## src/logic/fbpc_consts.svh

```systemverilog
// Purpose: constants of the parameter channel and break guard
// Assumes: 25 MHz system clock
// Notes:   included by the top module
`ifndef FBPC_CONSTS_SVH
`define FBPC_CONSTS_SVH

// ----------------------------------------
// Request and response codes
// ----------------------------------------
`define RQ_NONE      4'h0
`define RQ_RD_WORD   4'h1
`define RQ_WR_WORD   4'h2
`define RQ_RD_ARR    4'h6
`define RQ_WR_ARR    4'h7
`define RSP_WORD_OK  4'h1
`define RSP_ARR_OK   4'h4
`define RSP_ERR      4'h7
`define ERR_NOPARAM  16'h0000
`define ERR_WR_INH   16'h0001
`define ERR_RANGE    16'h0002
`define ERR_SUBIDX   16'h0003

// ----------------------------------------
// Parameter numbers and values
// ----------------------------------------
`define PAR_REQ_SEL  16'h0393
`define PAR_RSP_SEL  16'h0394
`define PAR_NODE     16'h0396
`define PAR_WR_PERM  16'h039F
`define PAR_FAULT    16'h03B3
`define PAR_BAUD     16'h03C3
`define PAR_VER      16'h03C5
`define PAR_CMD      16'h03C7
`define PAR_STATE    16'h03C8
`define PAR_INIT     16'h03CA
`define IDX_F0       8'h01
`define IDX_F1       8'h09
`define IDX_F2       8'h11
`define IDX_F3       8'h19
`define SEL_IDX_MAX  8'h04
`define PROFILE_VER  16'h0002
`define WR_PERM_RST  1'h1
`define FLAG_MAX     16'h0001

// ----------------------------------------
// Register bus map and reset values
// ----------------------------------------
`define ADDR_CTRL    12'h000
`define ADDR_TIMEOUT 12'h004
`define ADDR_STATUS  12'h008
`define CTRL_RST     32'h0000_0000
`define TIMEOUT_RST  16'h0000

// ----------------------------------------
// Timing
// ----------------------------------------
`define SYS_CLK_NS   40
`define MS_TICK_NS   1000000
`define DS_PER_MS    7'h63
`endif

```

## src/logic/fbpc_pkg.sv

```systemverilog
// Purpose: shared types of the parameter channel and break guard
// Assumes: nothing
// Notes:   constants live in fbpc_consts.svh
package fbpc_pkg;
    typedef struct packed {
        logic        valid;
        logic [3:0]  code;
        logic [15:0] pnum;
        logic [7:0]  sub;
        logic [15:0] value;
    } chan_s;

    typedef enum logic [1:0] {
        ST_IDLE,
        ST_DELAY,
        ST_DECEL,
        ST_DONE
    } guard_e;
endpackage

```

## src/logic/fieldbus_param_channel_break_guard.sv

```systemverilog
// Purpose: parameter channel server and network-break guard
// Assumes: request and frame pulses synchronous to i_sys_clk
// Notes:   answer one cycle after the request pulse
//
// Register access over APB and the register offsets were decided locally.
`timescale 1ns/1ns
`include "fbpc_consts.svh"

module fieldbus_param_channel_break_guard #(
    parameter int TICK_CYC = `MS_TICK_NS / `SYS_CLK_NS
) (
    // Clock and reset
    input  wire logic                 i_sys_clk,
    input  wire logic                 i_arst_n,
    // APB slave
    input  wire logic                 i_psel,
    input  wire logic                 i_penable,
    input  wire logic                 i_pwrite,
    input  wire logic [11:0]          i_paddr,
    input  wire logic [31:0]          i_pwdata,
    output logic      [31:0]          o_prdata,
    output logic                      o_pready,
    output logic                      o_pslverr,
    // Parameter channel
    input  wire fbpc_pkg::chan_s      i_req,
    output fbpc_pkg::chan_s           o_resp,
    // Drive state inputs
    input  wire logic [3:0][15:0]     i_fault_code,
    input  wire logic [3:0]           i_baud_code,
    input  wire logic [6:0]           i_node_addr,
    input  wire logic [15:0]          i_drive_command_word,
    input  wire logic [15:0]          i_drive_state_word,
    input  wire logic                 i_frame_rx,
    input  wire logic                 i_motor_stopped,
    input  wire logic                 i_alarm_reset,
    // Drive controls
    output logic [3:0][15:0]          o_pd_req_sel,
    output logic [3:0][15:0]          o_pd_rsp_sel,
    output logic                      o_settings_init,
    output logic                      o_coast_stop,
    output logic                      o_decel_stop,
    output logic                      o_network_break_trip,
    output logic                      o_power_indicator_red_flash,
    output logic                      o_offline_indicator_red
);

    // ----------------------------------------
    // Parameter decode
    // ----------------------------------------
    logic [15:0] req_sel_reg [4];
    logic [15:0] rsp_sel_reg [4];
    logic        wr_perm_reg;
    logic        init_val_reg;
    fbpc_pkg::chan_s resp_reg;
    logic        init_reg;

    wire [15:0] pn      = i_req.pnum;
    wire [7:0]  sb      = i_req.sub;
    wire        p_req   = pn == `PAR_REQ_SEL;
    wire        p_rsp   = pn == `PAR_RSP_SEL;
    wire        p_perm  = pn == `PAR_WR_PERM;
    wire        p_fault = pn == `PAR_FAULT;
    wire        p_init  = pn == `PAR_INIT;
    wire        known   = p_req | p_rsp | p_perm | p_fault | p_init | pn == `PAR_NODE
                          | pn == `PAR_BAUD | pn == `PAR_VER | pn == `PAR_CMD | pn == `PAR_STATE;
    wire        arr_par = p_req | p_rsp | p_fault;
    wire        sel_ok  = sb != 8'h00 && sb <= `SEL_IDX_MAX;
    wire [1:0]  aidx    = 2'(sb - 8'h01);
    wire        arr_cd  = i_req.code == `RQ_RD_ARR || i_req.code == `RQ_WR_ARR;
    wire        wr_cd   = i_req.code == `RQ_WR_WORD || i_req.code == `RQ_WR_ARR;
    wire        served  = arr_cd || i_req.code == `RQ_RD_WORD || i_req.code == `RQ_WR_WORD;
    wire        idx_ok  = p_fault | ((p_req | p_rsp) & sel_ok);
    wire        shape_ok = arr_cd ? (arr_par & idx_ok) : !arr_par;
    wire        ro_par  = !(p_req | p_rsp | p_perm | p_init);
    wire        wr_inh  = wr_cd & !wr_perm_reg & !p_perm;
    wire        rng_bad = wr_cd & (p_perm | p_init) & i_req.value > `FLAG_MAX;
    wire        failed  = !known | !shape_ok | (wr_cd & ro_par) | wr_inh | rng_bad;
    wire [15:0] err_code = !known                     ? `ERR_NOPARAM :
                           !shape_ok                  ? `ERR_SUBIDX  :
                           (wr_cd & ro_par) | wr_inh  ? `ERR_WR_INH  :
                                                        `ERR_RANGE;
    wire [15:0] fault_val = sb == `IDX_F0 ? i_fault_code[0] :
                            sb == `IDX_F1 ? i_fault_code[1] :
                            sb == `IDX_F2 ? i_fault_code[2] :
                            sb == `IDX_F3 ? i_fault_code[3] : 16'h0000;
    // link rate and other read values
    wire [15:0] rd_val = p_req   ? req_sel_reg[aidx] :
                         p_rsp   ? rsp_sel_reg[aidx] :
                         p_fault ? fault_val :
                         p_perm  ? {15'h0000, wr_perm_reg} :
                         p_init  ? {15'h0000, init_val_reg} :
                         pn == `PAR_NODE  ? {9'h000, i_node_addr} :
                         pn == `PAR_BAUD  ? {12'h000, i_baud_code} :
                         pn == `PAR_VER   ? `PROFILE_VER :
                         pn == `PAR_CMD   ? i_drive_command_word : i_drive_state_word;
    wire        do_wr   = i_req.valid & served & wr_cd & !failed;
    wire [3:0]  rsp_cd  = !served ? `RQ_NONE : failed ? `RSP_ERR : arr_cd ? `RSP_ARR_OK : `RSP_WORD_OK;
    wire [15:0] rsp_val = failed ? err_code : wr_cd ? i_req.value : rd_val;
    wire        init_go = do_wr & p_init & init_val_reg & i_req.value == 16'h0000;

    // ----------------------------------------
    // Parameter storage and answer
    // ----------------------------------------
    genvar g;
    generate
        for (g = 0; g < 4; g++) begin : g_sel
            always_ff @(posedge i_sys_clk or negedge i_arst_n) begin
                if (!i_arst_n) begin
                    req_sel_reg[g] <= 16'h0000;
                    rsp_sel_reg[g] <= 16'h0000;
                end else if (do_wr && aidx == 2'(g)) begin
                    if (p_req) req_sel_reg[g] <= i_req.value;
                    if (p_rsp) rsp_sel_reg[g] <= i_req.value;
                end
            end
            assign o_pd_req_sel[g] = req_sel_reg[g];
            assign o_pd_rsp_sel[g] = rsp_sel_reg[g];
        end
    endgenerate

    always_ff @(posedge i_sys_clk or negedge i_arst_n) begin
        if (!i_arst_n) begin
            wr_perm_reg  <= `WR_PERM_RST;
            init_val_reg <= 1'b0;
            init_reg     <= 1'b0;
            resp_reg     <= '0;
        end else begin
            if (do_wr && p_perm) wr_perm_reg <= i_req.value[0];
            if (do_wr && p_init) init_val_reg <= i_req.value[0];
            init_reg       <= init_go;
            resp_reg.valid <= i_req.valid;
            if (i_req.valid) begin
                resp_reg.code  <= rsp_cd;
                resp_reg.pnum  <= pn;
                resp_reg.sub   <= sb;
                resp_reg.value <= rsp_val;
            end
        end
    end
    assign o_resp          = resp_reg;
    assign o_settings_init = init_reg;

    // ----------------------------------------
    // APB registers
    // ----------------------------------------
    logic [3:0]  act_reg;
    logic [9:0]  dly_set_reg;
    logic [15:0] tmo_reg;
    logic        trip_reg;
    logic        coast_reg;
    logic        brk_reg;
    logic        seen_reg;
    fbpc_pkg::guard_e st_reg;
    fbpc_pkg::guard_e st_next;

    wire        a_ctrl = i_paddr == `ADDR_CTRL;
    wire        a_tmo  = i_paddr == `ADDR_TIMEOUT;
    wire        a_stat = i_paddr == `ADDR_STATUS;
    wire        a_hit  = a_ctrl | a_tmo | a_stat;
    wire        acc    = i_psel & i_penable;
    wire        bus_wr = acc & i_pwrite;
    wire [31:0] stat_w = {26'h0000000, wr_perm_reg, o_decel_stop, coast_reg, seen_reg, brk_reg, trip_reg};
    assign o_pready  = 1'b1;
    assign o_pslverr = acc & (!a_hit | (i_pwrite & a_stat));
    assign o_prdata  = !acc ? 32'h0000_0000 :
                       a_ctrl ? {6'h00, dly_set_reg, 12'h000, act_reg} :
                       a_tmo  ? {16'h0000, tmo_reg} :
                       a_stat ? stat_w : 32'h0000_0000;

    always_ff @(posedge i_sys_clk or negedge i_arst_n) begin
        if (!i_arst_n) begin
            act_reg     <= 4'(`CTRL_RST);
            dly_set_reg <= 10'h000;
            tmo_reg     <= `TIMEOUT_RST;
        end else begin
            if (bus_wr && a_ctrl) begin
                act_reg     <= i_pwdata[3:0];
                dly_set_reg <= i_pwdata[25:16];
            end
            if (bus_wr && a_tmo) tmo_reg <= i_pwdata[15:0];
        end
    end

    // ----------------------------------------
    // Ticks and link watchdog
    // ----------------------------------------
    logic [15:0] ms_cnt_reg;
    logic [6:0]  ds_cnt_reg;
    logic [15:0] wd_cnt_reg;
    logic [9:0]  dly_cnt_reg;

    wire ms_tick = ms_cnt_reg == 16'(TICK_CYC - 1);
    wire ds_tick = ms_tick && ds_cnt_reg == `DS_PER_MS;
    wire brk_now  = seen_reg && !i_frame_rx && tmo_reg != 16'h0000 && wd_cnt_reg >= tmo_reg;
    wire brk_rise = brk_now && !brk_reg;
    wire m_imm    = act_reg == 4'h0 || (act_reg >= 4'h4 && act_reg <= 4'h9);
    wire m_run    = act_reg == 4'h3 || act_reg >= 4'hD;
    wire m_dec    = act_reg == 4'hA;
    wire m_rec    = act_reg == 4'h2 || act_reg == 4'hC;
    wire m_ddec   = act_reg == 4'hB || act_reg == 4'hC;
    wire dly_done = dly_cnt_reg == 10'h000;

    always_ff @(posedge i_sys_clk or negedge i_arst_n) begin
        if (!i_arst_n) begin
            ms_cnt_reg <= 16'h0000;
            ds_cnt_reg <= 7'h00;
            wd_cnt_reg <= 16'h0000;
            seen_reg   <= 1'b0;
            brk_reg    <= 1'b0;
        end else begin
            ms_cnt_reg <= ms_tick ? 16'h0000 : ms_cnt_reg + 16'h0001;
            if (ms_tick) ds_cnt_reg <= ds_tick ? 7'h00 : ds_cnt_reg + 7'h01;
            if (i_frame_rx) wd_cnt_reg <= 16'h0000;
            else if (ms_tick && wd_cnt_reg != 16'hFFFF) wd_cnt_reg <= wd_cnt_reg + 16'h0001;
            if (i_frame_rx) seen_reg <= 1'b1;
            brk_reg <= brk_now;
        end
    end

    // ----------------------------------------
    // Break action sequencer
    // ----------------------------------------
    always_comb begin
        st_next = st_reg;
        case (st_reg)
            fbpc_pkg::ST_IDLE: begin
                if (brk_rise) begin
                    if (m_imm) st_next = fbpc_pkg::ST_DONE;
                    else if (m_dec) st_next = fbpc_pkg::ST_DECEL;
                    else if (!m_run) st_next = fbpc_pkg::ST_DELAY;
                end
            end
            fbpc_pkg::ST_DELAY: begin
                if (m_rec && i_frame_rx) st_next = fbpc_pkg::ST_IDLE;
                else if (dly_done) st_next = m_ddec ? fbpc_pkg::ST_DECEL : fbpc_pkg::ST_DONE;
            end
            fbpc_pkg::ST_DECEL: begin
                if (i_motor_stopped) st_next = fbpc_pkg::ST_DONE;
            end
            fbpc_pkg::ST_DONE: begin
                if (i_alarm_reset) st_next = fbpc_pkg::ST_IDLE;
            end
            default: st_next = fbpc_pkg::ST_IDLE;
        endcase
    end

    wire trip_set = st_reg != fbpc_pkg::ST_DONE && st_next == fbpc_pkg::ST_DONE;
    wire coast_set = trip_set && st_reg != fbpc_pkg::ST_DECEL;

    always_ff @(posedge i_sys_clk or negedge i_arst_n) begin
        if (!i_arst_n) begin
            st_reg      <= fbpc_pkg::ST_IDLE;
            dly_cnt_reg <= 10'h000;
            trip_reg    <= 1'b0;
            coast_reg   <= 1'b0;
        end else begin
            st_reg <= st_next;
            if (brk_rise && st_reg == fbpc_pkg::ST_IDLE) dly_cnt_reg <= dly_set_reg;
            else if (st_reg == fbpc_pkg::ST_DELAY && m_rec && i_frame_rx) dly_cnt_reg <= 10'h000;
            else if (ds_tick && !dly_done) dly_cnt_reg <= dly_cnt_reg - 10'h001;
            if (trip_set) trip_reg <= 1'b1;
            else if (i_alarm_reset) trip_reg <= 1'b0;
            if (coast_set) coast_reg <= 1'b1;
            else if (i_alarm_reset) coast_reg <= 1'b0;
        end
    end
    assign o_network_break_trip = trip_reg;
    assign o_coast_stop         = coast_reg;
    assign o_decel_stop         = st_reg == fbpc_pkg::ST_DECEL;
    assign o_power_indicator_red_flash = brk_reg;
    assign o_offline_indicator_red     = brk_reg;

    wire dly_exit = st_reg == fbpc_pkg::ST_DELAY && dly_done && !(m_rec && i_frame_rx);
endmodule

```

## config.mk

```make
export PLATFORM = sky130hd
export DESIGN_NAME = fieldbus_param_channel_break_guard
export DESIGN_NICKNAME = d
export VERILOG_FILES = /design/src/logic/fbpc_pkg.sv /design/src/logic/fieldbus_param_channel_break_guard.sv
export VERILOG_INCLUDE_DIRS = /design/src /design/src/logic
export SDC_FILE = /design/constraint.sdc
export NUM_CORES = 1
export LEC_CHECK = 0
export BUFFER_PORTS_ARGS = -buffer_cell sky130_fd_sc_hd__buf_2
export CAP_MARGIN = 15
export CORE_MARGIN = 5
export CORE_UTILIZATION = 45
export CTS_BUF_LIST = sky130_fd_sc_hd__clkbuf_16
export CTS_CLUSTER_DIAMETER = 200
export DETAILED_ROUTE_END_ITERATION = 8
export GPL_TIMING_DRIVEN = 0
export PLACE_DENSITY = 0.82
export SYNTH_ARGS = -nofsm -noshare
export SYNTH_HDL_FRONTEND = slang
export SYNTH_SLANG_ARGS = --single-unit
```

## constraint.sdc

```tcl
create_clock -name i_sys_clk -period 4 [get_ports i_sys_clk]
set_input_delay 0.6 -clock i_sys_clk [delete_from_list [all_inputs] [get_ports i_sys_clk]]
set_output_delay 0.6 -clock i_sys_clk [all_outputs]
set_load 0.1 [all_outputs]
```

==> metrics.txt <==
YS warnings 0; via count 12.1k; Worst R2R Start ms_cnt_reg[4]; P_leak 9.25 nW; post-DR wirelength/cell 24.1 um; First-pass DRT Iterations 6; pre-CTS WS -1840 ps; cell family with most CP delay buffers and inverters; RSZ-0062 raised after global routing false; final setup fails 0; Syn Area/Cell 12.2 sq um; final worst setup slack roughly 230 ps; # clock sinks between 200 and 300; Residual DRC 0; routed wire length 50600 um; Die X between 150 and 200 um; share of cells above drive strength 1 0.448; final hold violations 0; fin util 0.562; clock root buffer clkbuf_16; clk_lat worst skew ~570 ps; skew final roughly 29 ps; CP arrival roughly 4200 ps; most frequent CP cell clkbuf_4; postcts setup bufs 0; Tot Pwr 6.18 mW; NumNets Final 1858; Ports around 420; status finished, final reports clean; hold slack 187 ps; Slew Viols, Final 0; total grt overflow 0; Post-Layout Cell Count 2100; worst-path cell chain buf_2 > clkbuf_4 > clkbuf_4 > inv_1 > ha_1 > xor2_1 > nor4_1 > nand4_1 > o211ai_2 > and4_4 > buf_12 > nand3_4 > buf_8 > mux2_4; Final Cycle Share 0.941; flops & latches, synth 260; Detail Route Antenna Nets 0; die area 0.0363 sq mm; vias in the first global route 12.8k; Critical Path RT 4450 ps; largest net degree at the start of global routing about 120; CP max FO 10; initial antenna violation count 11; Distinct cells, synth 86; placed cell count 2041; Hold Crit Class input pin to register; Placement Cell Area 0.0173 sq mm; first-pass GRT wire length around 76000 um; register area 0.00651 sq mm; cells after synthesis 1206; 1st-iter DRT viols 877; total CTS buffers 29; Yosys top cell area share 0.442; Post-synth EDFFs 0; core area about 0.032 sq mm; Tightest Pin Transition 1170 ps; async set or reset register ratio after synthesis 1.00; Post-Syn Area 0.0147 sq mm; Fill cells 2721; Area contributors post-synth dfrtp_1 (44%), mux2_2 (9.1%), mux2_4 (8.2%); peak supply drop 0.368 mV; post-route minimum period 3770 ps; CP peak stage delay 420 ps; H-tree levels 1; DP HPWL ~40000 um; Setup CP Type input pin to register; clk buf depth 3; CTS clk-pin slew, worst paths 60 ps; max cap viols 0; max frequency 266 MHz; Post-synth top flop dfrtp_1; Seq/Total Area, Yosys 0.443; routed vias/inst around 5.8; Initial Util 0.453; startpoint types input pin; multi-input logic area 0.00760 sq mm; cell area after layout 0.0182 sq mm; setup_tns 0 ps; CP Capture Type register; Tot GR Track Use 0.271; CTS tree yes; Port Buf Inserts 383; gpl congestion roughly 0.92; Die H 191 um; cell row count 66; post-synth top area cell dfrtp_1; Worst setup startpoint i_req[16]; Slowest cell on crit path nor4_1; Buf/Inv on CP 6; Area Growth Syn to Fin 23.9%; PwrDens around 340 mW/mm^2; Hold Startpoint i_req[44]; Worst slew margin 0.219
-- per-layer routing --
layer  part of all wire  global-route usage
met1               0.36               0.315
met2               0.51               0.472
met3              0.081              0.0650
met4              0.051               0.125
met5             0.0014                   0
-- cells in the mapped netlist, types with 10 or more instances --
cell and number:
nand2_1 65, xor2_1 21, nor3_1 10, mux2_2 119, clkbuf_1 45, dfrtp_1 259
nand4_1 19, nor2b_1 12, buf_1 12, and2_1 26, o21ai_0 28, ha_1 25
inv_1 34, nor2_1 78, mux2i_1 19, mux4_2 48, a21oi_1 35, mux2_4 80
nor4_1 18, nand3_1 26, xnor2_1 22
-- timing repair --
item,in CTS,in global routing
resized for setup,4,4
hold buffers,1,0
endpoints found under the setup margin,159,85
hold endpoints to repair,33,0
-- power by group --
group	switching (mW)	total (mW)	internal, mW	leakage [nW]
clock	1.12	2.51	1.39	0.454
sequential	0.0428	2.74	2.69	3.50
combinational	0.655	0.929	0.275	5.29
total	1.82	6.18	4.36	9.25
-- logic make-up after synthesis --
group / share of synthesized area
flip-flops: 0.443
multiplexers: 0.260
buffers and inverters: 0.0406
XOR/XNOR: 0.0257
AND/OR/NAND/NOR: 0.137
adder cells (fa/ha/maj): 0.0213
other: 0.000512
AO/OA/AOI/OAI: 0.0720
-- cell type report --
cell class                      instances  share of cell area
Buffer                                 81              0.0259
Inverter                               34             0.00702
Tap cell                              442              0.0304
Multi-Input combinational cell        835               0.418
Clock inverter                         24             0.00888
Sequential cell                       260               0.358
Clock buffer                           29              0.0399
Antenna cell                            7            0.000964
Timing Repair Buffer                  388               0.111
-- placed cells by master (no fill, tap or decap), types with 7 or more instances in the layout --
master	synthesis	layout
buf_2	6	388
dfrtp_1	259	259
mux2_2	119	119
mux2_4	80	80
nor2_1	78	78
nand2_1	65	65
mux4_2	48	48
clkbuf_1	45	39
inv_1	34	38
a21oi_1	35	35
clkbuf_16	0	29
o21ai_0	28	28
and2_1	26	26
nand3_1	26	26
ha_1	25	25
xnor2_1	22	22
xor2_1	21	21
nand4_1	19	19
mux2i_1	19	19
nor4_1	18	17
buf_1	12	12
nor2b_1	12	11
nor3_1	10	10
buf_8	8	10
or4_1	9	9
a31oi_1	9	9
a22oi_1	9	9
buf_4	9	9
clkinv_2	0	9
nand3_4	8	8
conb_1	2	8
diode_2	0	7
and3_1	7	7
a22o_1	7	7
-- path summary, 6_finish.rpt --
| kind | endpoint | slack [ps] | cells past startpoint |
|---|---|---|---|
| hold / removal | o_resp[44] | 190 | 1 |
| min in group asynchronous | o_resp[10] | 520 | 2 |
| hold reg to reg | ms_cnt_reg[0] | 460 | 1 |
| setup / recovery | o_pd_req_sel[38] | 230 | 14 |
| setup reg to reg | dly_cnt_reg[4] | 880 | 8 |
| max in group asynchronous | o_pd_req_sel[37] | 2560 | 3 |
Note: power is estimated with default switching activity, not from simulation.
